### src/design/lbq_defines.svh
// offsets, field positions, reset values and timing counts
`ifndef LBQ_DEFINES_SVH
`define LBQ_DEFINES_SVH

// register indices; byte address is four times the index
`define LBQ_IDX_RANGING 8'hb9
`define LBQ_IDX_HOT_STEP 8'hba
`define LBQ_IDX_COLD_STEP 8'hbb
`define LBQ_IDX_HI_OFS 8'hbc
`define LBQ_IDX_LO_OFS 8'hbd
`define LBQ_IDX_SIGNAL_LOSS_HIGH_ALARM 8'hbe
`define LBQ_IDX_SIGNAL_LOSS_LOW_ALARM 8'hbf
`define LBQ_IDX_STEP_TI 8'hc5
`define LBQ_IDX_SETPOINT 8'hd0
`define LBQ_IDX_STATUS 8'hd1
`define LBQ_IDX_CEILING 8'hee

`define LBQ_RST_BYTE 8'h00
`define LBQ_RST_CEILING 8'hff
`define LBQ_RANGING_LSB 0
`define LBQ_RANGING_MSB 2
`define LBQ_BYTE_MAX 8'hff
`define LBQ_BYTE_MIN 8'h00

// status register fields
`define LBQ_ST_DONE 9
`define LBQ_ST_BMAX 10
`define LBQ_ST_HIPWR 11
`define LBQ_ST_LOPWR 12
`define LBQ_ST_LOSLO 13
`define LBQ_ST_LOSHI 14
`define LBQ_ST_STATE 15

// bias settle time after each bias change
`define LBQ_CLK_PERIOD_NS 8
`define LBQ_SETTLE_NS 1000
`define LBQ_SETTLE_CYC \
    ((`LBQ_SETTLE_NS + `LBQ_CLK_PERIOD_NS - 1) / `LBQ_CLK_PERIOD_NS)

`endif

### src/design/lbq_pkg.sv
// types of the laser bias startup and quick-trip block
package lbq_pkg;

    typedef enum logic [2:0] {
        ST_RAMP,
        ST_RAMP_WAIT,
        ST_TRIAL,
        ST_TRIAL_WAIT,
        ST_RUN
    } lbq_state_t;

    typedef logic [8:0] lbq_bias_t;

endpackage : lbq_pkg

### src/design/lbq_bias_startup.sv
// laser bias startup ramp, binary search, quick-trip and loss-of-signal
// Function
// - hot step at or above boundary, cold below
// - startup at reset and each disable pulse
// - add step plus one until monitor exceeds
// - then binary search the bias word
// - step over ceiling: skip, start search
// - bias-max alarm enabled after search ends
// - high trip code is setpoint plus offset
// - high trip sum saturates at 0xff
// - high alarm when monitor above high code
// - low trip code is setpoint minus offset
// - low trip difference clamps at zero
// - low alarm when monitor below low code
// - signal below low threshold sets loss-low
// - loss persists until above high threshold
// - above high: clear low, set high
// - both loss bits zero at power-on
// - comparator starts on the low threshold
// - 3-bit ranging field, default zero
//
// Design decision made here: the APB slave port.
`timescale 1ns/1ps
`include "lbq_defines.svh"

module lbq_bias_startup (
    input wire logic SYS_CLK, // system clock
    input wire logic RST, // synchronous reset
    input wire logic PSEL, // apb select
    input wire logic PENABLE, // apb enable
    input wire logic PWRITE, // apb direction
    input wire logic [11:0] PADDR, // apb byte address
    input wire logic [31:0] PWDATA, // apb write data
    output logic [31:0] PRDATA, // apb read data
    output logic PREADY, // apb ready
    output logic PSLVERR, // apb error
    input wire logic [7:0] TEMP_INDEX, // temperature index
    input wire logic [7:0] POWER_SETPOINT_CODE, // recalled setpoint
    input wire logic [7:0] POWER_MONITOR_INPUT, // power monitor code
    input wire logic [7:0] SIGNAL_STRENGTH, // received strength code
    input wire logic TX_DISABLE, // transmit disable pin
    output logic [8:0] BIAS_WORD, // laser bias word
    output logic STARTUP_DONE, // search finished
    output logic BIAS_MAX_ALARM, // bias above ceiling
    output logic HIGH_POWER_ALARM, // transmit power high
    output logic LOW_POWER_ALARM, // transmit power low
    output logic SIGNAL_LOSS_LOW_ALARM, // loss-of-signal low
    output logic SIGNAL_LOSS_HIGH_ALARM, // loss-of-signal high
    output logic [7:0] HIGH_TRIP_CODE, // high trip threshold
    output logic [7:0] LOW_TRIP_CODE, // low trip threshold
    output logic [2:0] POWER_LOOP_RANGING // monitor full scale
);

    localparam int SW = 17;
    localparam logic [7:0] SETTLE = 8'(`LBQ_SETTLE_CYC);

    // pin synchroniser, three stages
    logic [SW-1:0] sync1;
    logic [SW-1:0] sync2;
    logic [SW-1:0] sync3;
    logic [SW-1:0] pins;
    logic [SW-1:0] next_pins;
    wire [SW-1:0] raw_pins = {TX_DISABLE, SIGNAL_STRENGTH,
                              POWER_MONITOR_INPUT};

    // a bit changes once the second and third stages agree
    genvar g;
    generate
        for (g = 0; g < SW; g++)
        begin : g_filt
            assign next_pins[g] = (sync2[g] == sync3[g]) ?
                                  sync3[g] : pins[g];
        end
    endgenerate

    always_ff @(posedge SYS_CLK)
    begin
        if (RST)
        begin
            sync1 <= '0;
            sync2 <= '0;
            sync3 <= '0;
            pins <= '0;
        end
        else
        begin
            sync1 <= raw_pins;
            sync2 <= sync1;
            sync3 <= sync2;
            pins <= next_pins;
        end
    end

    wire [7:0] mon = pins[7:0];
    wire [7:0] rssi = pins[15:8];
    wire txd = pins[16];
    logic txd_d;

    // registers
    logic [7:0] ranging;
    logic [7:0] hot_step;
    logic [7:0] cold_step;
    logic [7:0] hi_ofs;
    logic [7:0] lo_ofs;
    logic [7:0] signal_loss_high_alarm_thr;
    logic [7:0] signal_loss_low_alarm_thr;
    logic [7:0] step_ti;
    logic [7:0] ceiling;

    // apb decode
    wire [9:0] idx = PADDR[11:2];
    wire aligned = (PADDR[1:0] == 2'b00);
    wire hit_rng = aligned && idx == {2'b00, `LBQ_IDX_RANGING};
    wire hit_hst = aligned && idx == {2'b00, `LBQ_IDX_HOT_STEP};
    wire hit_cst = aligned && idx == {2'b00, `LBQ_IDX_COLD_STEP};
    wire hit_hof = aligned && idx == {2'b00, `LBQ_IDX_HI_OFS};
    wire hit_lof = aligned && idx == {2'b00, `LBQ_IDX_LO_OFS};
    wire hit_lhi = aligned && idx == {2'b00, `LBQ_IDX_SIGNAL_LOSS_HIGH_ALARM};
    wire hit_llo = aligned && idx == {2'b00, `LBQ_IDX_SIGNAL_LOSS_LOW_ALARM};
    wire hit_sti = aligned && idx == {2'b00, `LBQ_IDX_STEP_TI};
    wire hit_spt = aligned && idx == {2'b00, `LBQ_IDX_SETPOINT};
    wire hit_sta = aligned && idx == {2'b00, `LBQ_IDX_STATUS};
    wire hit_cei = aligned && idx == {2'b00, `LBQ_IDX_CEILING};
    wire hit_any = hit_rng | hit_hst | hit_cst | hit_hof | hit_lof |
                   hit_lhi | hit_llo | hit_sti | hit_spt | hit_sta |
                   hit_cei;
    wire access = PSEL && PENABLE && !PREADY;
    wire wr = PSEL && PENABLE && PREADY && PWRITE && !PSLVERR;

    lbq_pkg::lbq_state_t state;
    lbq_pkg::lbq_bias_t bias;
    lbq_pkg::lbq_bias_t result;
    lbq_pkg::lbq_bias_t trial_bit;
    logic [7:0] settle_cnt;
    logic bmax_en;

    wire [31:0] status_word = {16'h0000,
                               1'b0,
                               SIGNAL_LOSS_HIGH_ALARM,
                               SIGNAL_LOSS_LOW_ALARM,
                               LOW_POWER_ALARM,
                               HIGH_POWER_ALARM,
                               BIAS_MAX_ALARM,
                               STARTUP_DONE,
                               bias};

    wire [7:0] rd_byte = hit_rng ? ranging :
                         hit_hst ? hot_step :
                         hit_cst ? cold_step :
                         hit_hof ? hi_ofs :
                         hit_lof ? lo_ofs :
                         hit_lhi ? signal_loss_high_alarm_thr :
                         hit_llo ? signal_loss_low_alarm_thr :
                         hit_sti ? step_ti :
                         hit_spt ? POWER_SETPOINT_CODE :
                         hit_cei ? ceiling : 8'h00;
    wire [31:0] rd_word = hit_sta ? status_word : {24'h000000, rd_byte};

    always_ff @(posedge SYS_CLK)
    begin
        if (RST)
        begin
            PREADY <= 1'b0;
            PSLVERR <= 1'b0;
            PRDATA <= 32'h00000000;
        end
        else
        begin
            PREADY <= access;
            PSLVERR <= access && !hit_any;
            PRDATA <= (access && !PWRITE) ? rd_word : 32'h00000000;
        end
    end

    always_ff @(posedge SYS_CLK)
    begin
        if (RST)
        begin
            ranging <= `LBQ_RST_BYTE;
            hot_step <= `LBQ_RST_BYTE;
            cold_step <= `LBQ_RST_BYTE;
            hi_ofs <= `LBQ_RST_BYTE;
            lo_ofs <= `LBQ_RST_BYTE;
            signal_loss_high_alarm_thr <= `LBQ_RST_BYTE;
            signal_loss_low_alarm_thr <= `LBQ_RST_BYTE;
            step_ti <= `LBQ_RST_BYTE;
            ceiling <= `LBQ_RST_CEILING;
        end
        else if (wr)
        begin
            if (hit_rng)
                ranging <= {5'b00000, PWDATA[2:0]};
            if (hit_hst)
                hot_step <= PWDATA[7:0];
            if (hit_cst)
                cold_step <= PWDATA[7:0];
            if (hit_hof)
                hi_ofs <= PWDATA[7:0];
            if (hit_lof)
                lo_ofs <= PWDATA[7:0];
            if (hit_lhi)
                signal_loss_high_alarm_thr <= PWDATA[7:0];
            if (hit_llo)
                signal_loss_low_alarm_thr <= PWDATA[7:0];
            if (hit_sti)
                step_ti <= PWDATA[7:0];
            if (hit_cei)
                ceiling <= PWDATA[7:0];
        end
    end

    wire [7:0] step_sel = (TEMP_INDEX >= step_ti) ? hot_step : cold_step;
    // step register holds bits 8:1, plus one
    wire [9:0] ramp_sum = {1'b0, bias} + {1'b0, step_sel, 1'b1};
    wire [9:0] ceil_word = {1'b0, ceiling, 1'b1};
    wire mon_over = mon > POWER_SETPOINT_CODE;
    wire [8:0] trial_val = result | trial_bit;
    // end of a disable pulse restarts
    wire txd_pulse = txd_d && !txd;

    // startup sequencer
    always_ff @(posedge SYS_CLK)
    begin
        if (RST || txd_pulse)
        begin
            state <= lbq_pkg::ST_RAMP;
            bias <= 9'h000;
            result <= 9'h000;
            trial_bit <= 9'h100;
            settle_cnt <= 8'h00;
            bmax_en <= 1'b0;
        end
        else
        begin
            case (state)
                lbq_pkg::ST_RAMP:
                begin
                    if (mon_over)
                        state <= lbq_pkg::ST_TRIAL;
                    else if (ramp_sum > ceil_word)
                        state <= lbq_pkg::ST_TRIAL;
                    else
                    begin
                        bias <= ramp_sum[8:0];
                        settle_cnt <= SETTLE;
                        state <= lbq_pkg::ST_RAMP_WAIT;
                    end
                end
                lbq_pkg::ST_RAMP_WAIT:
                begin
                    if (settle_cnt == 8'h00)
                        state <= lbq_pkg::ST_RAMP;
                    else
                        settle_cnt <= settle_cnt - 8'h01;
                end
                lbq_pkg::ST_TRIAL:
                begin
                    bias <= trial_val;
                    settle_cnt <= SETTLE;
                    state <= lbq_pkg::ST_TRIAL_WAIT;
                end
                lbq_pkg::ST_TRIAL_WAIT:
                begin
                    if (settle_cnt != 8'h00)
                        settle_cnt <= settle_cnt - 8'h01;
                    else
                    begin
                        // keep bit if power still short
                        if (!mon_over && {1'b0, trial_val} <= ceil_word)
                            result <= trial_val;
                        trial_bit <= trial_bit >> 1;
                        if (trial_bit == 9'h001)
                        begin
                            bias <= (!mon_over &&
                                     {1'b0, trial_val} <= ceil_word) ?
                                    trial_val : result;
                            state <= lbq_pkg::ST_RUN;
                            bmax_en <= 1'b1;
                        end
                        else
                            state <= lbq_pkg::ST_TRIAL;
                    end
                end
                lbq_pkg::ST_RUN:
                    state <= lbq_pkg::ST_RUN;
                default:
                    state <= lbq_pkg::ST_RAMP;
            endcase
        end
    end

    wire [8:0] hi_sum = {1'b0, POWER_SETPOINT_CODE} + {1'b0, hi_ofs};
    wire [7:0] hi_code = hi_sum[8] ? `LBQ_BYTE_MAX : hi_sum[7:0];
    // low trip code, clamped at zero
    wire [7:0] lo_code = (lo_ofs > POWER_SETPOINT_CODE) ? `LBQ_BYTE_MIN :
                         8'(POWER_SETPOINT_CODE - lo_ofs);

    always_ff @(posedge SYS_CLK)
    begin
        if (RST)
        begin
            txd_d <= 1'b0;
            BIAS_WORD <= 9'h000;
            STARTUP_DONE <= 1'b0;
            BIAS_MAX_ALARM <= 1'b0;
            HIGH_POWER_ALARM <= 1'b0;
            LOW_POWER_ALARM <= 1'b0;
            HIGH_TRIP_CODE <= 8'h00;
            LOW_TRIP_CODE <= 8'h00;
            POWER_LOOP_RANGING <= 3'h0;
        end
        else
        begin
            txd_d <= txd;
            BIAS_WORD <= bias;
            STARTUP_DONE <= state == lbq_pkg::ST_RUN;
            BIAS_MAX_ALARM <= bmax_en && ({1'b0, bias} > ceil_word);
            HIGH_TRIP_CODE <= hi_code;
            LOW_TRIP_CODE <= lo_code;
            HIGH_POWER_ALARM <= mon > hi_code;
            LOW_POWER_ALARM <= mon < lo_code;
            POWER_LOOP_RANGING <= ranging[`LBQ_RANGING_MSB:`LBQ_RANGING_LSB];
        end
    end

    // loss-of-signal hysteresis comparator
    always_ff @(posedge SYS_CLK)
    begin
        if (RST)
        begin
            SIGNAL_LOSS_LOW_ALARM <= 1'b0;
            SIGNAL_LOSS_HIGH_ALARM <= 1'b0;
        end
        else if (!SIGNAL_LOSS_LOW_ALARM)
        begin
            if (rssi < signal_loss_low_alarm_thr)
            begin
                SIGNAL_LOSS_LOW_ALARM <= 1'b1;
                SIGNAL_LOSS_HIGH_ALARM <= 1'b0;
            end
        end
        else if (rssi > signal_loss_high_alarm_thr)
        begin
            SIGNAL_LOSS_LOW_ALARM <= 1'b0;
            SIGNAL_LOSS_HIGH_ALARM <= 1'b1;
        end
    end

endmodule : lbq_bias_startup

### config.mk
export PLATFORM = sky130hd
export DESIGN_NAME = lbq_bias_startup
export DESIGN_NICKNAME = d
export VERILOG_FILES = /design/src/design/lbq_pkg.sv /design/src/design/lbq_bias_startup.sv
export VERILOG_INCLUDE_DIRS = /design/src /design/src/design
export SDC_FILE = /design/constraint.sdc
export NUM_CORES = 1
export LEC_CHECK = 0
export ABC_AREA = 1
export BUFFER_PORTS_ARGS = -buffer_cell sky130_fd_sc_hd__buf_2
export CAP_MARGIN = 0
export CORE_ASPECT_RATIO = 2
export CORE_UTILIZATION = 25
export DETAILED_ROUTE_END_ITERATION = 7
export GPL_ROUTABILITY_DRIVEN = 0
export PLACE_DENSITY = 0.44
export SYNTH_ARGS = -nofsm -noshare
export SYNTH_HDL_FRONTEND = slang
export SYNTH_SLANG_ARGS = --single-unit
### constraint.sdc
create_clock -name SYS_CLK -period 4.98 [get_ports SYS_CLK]
set_clock_uncertainty 0.2 [all_clocks]
set_input_delay 0.498 -clock SYS_CLK [delete_from_list [all_inputs] [get_ports SYS_CLK]]
set_output_delay 0.498 -clock SYS_CLK [all_outputs]
set_load 0.005 [all_outputs]
==> results_dict.tcl <==
set metrics [dict create \
    via_count 10600 \
    synth_top_area_share 0.387 \
    htree_levels 1 \
    finalCritPeriodShare 0.927 \
    cts_buffers 24 \
    cpLargestDelayFamily "simple AND/OR/NAND/NOR gates" \
    first_pass_iters 5 \
    hold_viol 0 \
    slowest_stage "dfxtp_1" \
    synth_top_area_cell "dfxtp_1" \
    p_leak_nw 6.44 \
    synth_top_family_by_area "simple AND/OR/NAND/NOR gates" \
    dieArea_mm2 0.0476 \
    netlist_area_mm2 0.0117 \
    avgSynthCellArea_um2 7.26 \
    drt-initial-drc-count 433 \
    maxCapViolCount 0 \
    core_area_mm2 0.0460 \
    grt.total_usage 0.165 \
    worstHoldStart "PWDATA[4]" \
    ys_types 51 \
    ys_warn_count 0 \
    die_y_um 308 \
    synth_top_cells_by_area "dfxtp_1, ha_1, nand2_1" \
    nFillCells 5043 \
    critPathBufInv 5 \
    grt_max_degree 67 \
    start_util 0.254 \
    wl_per_cell_um 16.5 \
    synth_commonest_cells "nand2_1, inv_1, dfxtp_1, nor2_1, a21oi_1" \
    grt_pass1_wl_mm 58.8 \
    reg2reg_slack_ns 0.37 \
    ios 150 \
    synthToLayoutAreaGrowth_pct 18.4 \
    ys_seq_area_frac 0.387 \
    synth_compound_area_frac 0.155 \
    cp_max_fo 16 \
    seq_area_mm2 0.00453 \
    r2r_cells 30 \
    cts_sinks 226 \
    critPathCaptureType "flip-flop" \
    cts_tree "done" \
    critPathRequiredTime_ns 5.22 \
    io_buffers 108 \
    holdPathStages 3 \
    powerDensity_mw_per_mm2 303 \
    synthSimpleGateAreaFrac 0.225 \
    clock.fmax_mhz 217 \
    synth-edff-count 0 \
    muxShareOfSynthArea 0 \
    rows 111 \
    ant_nets 0 \
    cts-root-buf "clkbuf_16" \
    layout-drive-gt1-share 0.113 \
    yosys.area_share.adder 0.109 \
    cts.reportedPaths.clkPinSlew_ns 0.07 \
    hold_path.class "in -> reg" \
    nNetsFinal 1917 \
    worst_slew_pin_slew_ns 0.849 \
    async_flop_share 0 \
    critPathArrivalTime_ns 4.86 \
    ys_ff_latch 226 \
    fin_tns_setup_ns 0 \
    fin_crit_ns 4.61 \
    slew_viol_final 0 \
    synthFlopType "dfxtp_1" \
    dp_slack_ns 0.117 \
    die_x_um 155 \
    cp_slowest_stage_delay_ns 0.46 \
    outcome "completed" \
    cpMostUsedCell "nand2_1" \
    yosysMostFrequentCell "nand2_1" \
    synth_xor_area_frac 0.00825 \
    critPathKind "reg -> reg" \
    rr_startpoint "step_ti[7]$_SDFFE_PP0P_" \
    vdd_drop_max_v 0.000211 \
    relSlewSlack 0.430 \
    antenna_found_initial 4 \
    totalWireLength_mm 39.1 \
    cp-start-kind "flip-flop" \
    synthCells 1608 \
    multi_input_area_mm2 0.00588 \
    clkLatencyLatePin_ns 0.56 \
    holdPathEnd "hot_step[4]$_SDFFE_PP0P_" \
    grt_pass1_vias 10400 \
    r2r_end "bias[3]$_SDFFE_PP0P_" \
    drc_errors 0 \
    rsz0062_at_grt "false" \
    grt_overflow_total 0 \
    vias_per_cell 4.47 \
    finalSetupViolCount 0 \
    fin_ws_ns 0.365 \
    dp_hpwl_mm 31.2 \
    clockBufferDepth 3 \
]
-- sequential cells by signal (all words and copies together), names as in the netlist, 9 cells and up --
| name | cells |
|---|---|
| PRDATA | 15 |
| sync2 | 17 |
| bias | 9 |
| result | 9 |
| BIAS_WORD | 9 |
| sync1 | 17 |
| pins | 17 |
| trial_bit | 9 |
| sync3 | 17 |
-- per-layer routing --
layer / vias up / global-route usage / share of wire
met4: 6 / 0.124 / 0.081
met5: - / 0 / 0.0012
met2: 258 / 0.324 / 0.54
met1: 4825 / 0.151 / 0.35
met3: 109 / 0.0218 / 0.035
li1: 5406 / - / -
-- layout make-up --
type / count / share of cell area
multi-input combinational: 1072 / 0.425
timing repair buffer: 140 / 0.0600
sequential: 226 / 0.327
inverter: 271 / 0.0739
clock inverter: 10 / 0.0103
antenna: 1 / 0.000181
tap: 621 / 0.0562
clock buffer: 31 / 0.0475
-- what timing repair did --
item                                   4_1_cts  5_1_grt
setup endpoints to repair                    0       19
hold buffers                                17        0
setup buffers                                0        0
endpoints found under the hold margin       17        0
resized for setup                            0        8
-- worst max path at each step --
stage	start	end	slack, ns	cells past startpoint
floorplan	TEMP_INDEX[7]	bias[5]$_SDFFE_PP0P_	0.82	29
global placement	TEMP_INDEX[3]	bias[8]$_SDFFE_PP0P_	0.14	30
detailed placement	TEMP_INDEX[1]	bias[8]$_SDFFE_PP0P_	0.12	30
CTS	step_ti[3]$_SDFFE_PP0P_	bias[8]$_SDFFE_PP0P_	0.16	30
global route	step_ti[7]$_SDFFE_PP0P_	bias[8]$_SDFFE_PP0P_	0.006	30
finish	step_ti[7]$_SDFFE_PP0P_	bias[3]$_SDFFE_PP0P_	0.37	30
-- cell usage in the layout (no fill, tap or decap), types with 12 or more instances in the layout --
master and n:
nor3_1 15, ha_1 96, nand4_1 19, clkbuf_16 24, nor2_1 224, o21ai_0 104
nand2_1 263, conb_1 17, o211ai_1 15, a211oi_1 20, dlygate4sd3_1 17, inv_1 261
a21oi_1 149, buf_2 107, nand3_1 59, buf_4 15, dfxtp_1 225, o21ai_1 12
-- worst reg2reg max path, delay by kind of cell, from the launching register on --
kind	cells	cell delay [ns]
compound gates	5	0.81
xor+xnor	1	0.25
fa+ha+maj	3	0.95
buf+inv	5	0.51
flops	1	0.46
simple gates	16	1.32
-- report_power, final --
group,switching (mW),internal [mW]
Sequential,0.0432,1.86
Clock,0.789,1.09
Combinational,0.263,0.147
-- logic make-up after synthesis --
group / after synthesis
DFF: 226
buffers and inverters: 326
adders and majority gates: 100
other: 1
xor gates and xnor gates: 11
and+or+nand+nor: 615
AOI/OAI and AO/OA: 329
-- through the flow --
stage          std cells   util  hold WS [ns]  instance area, um2  power, mW
2_1_floorplan       1624      -         0.188               11700       2.18
3_3_place_gp        2313  0.280         0.205               12900       2.34
3_5_place_dp        2313  0.280         0.200               12900       2.35
4_1_cts             2371  0.301        0.0589               13800       4.26
5_1_grt             2371  0.301        0.0827               13800       4.37
6_report            2372  0.301        0.0731               13800       4.19
No activity file was read; power rests on OpenSTA's default activity.
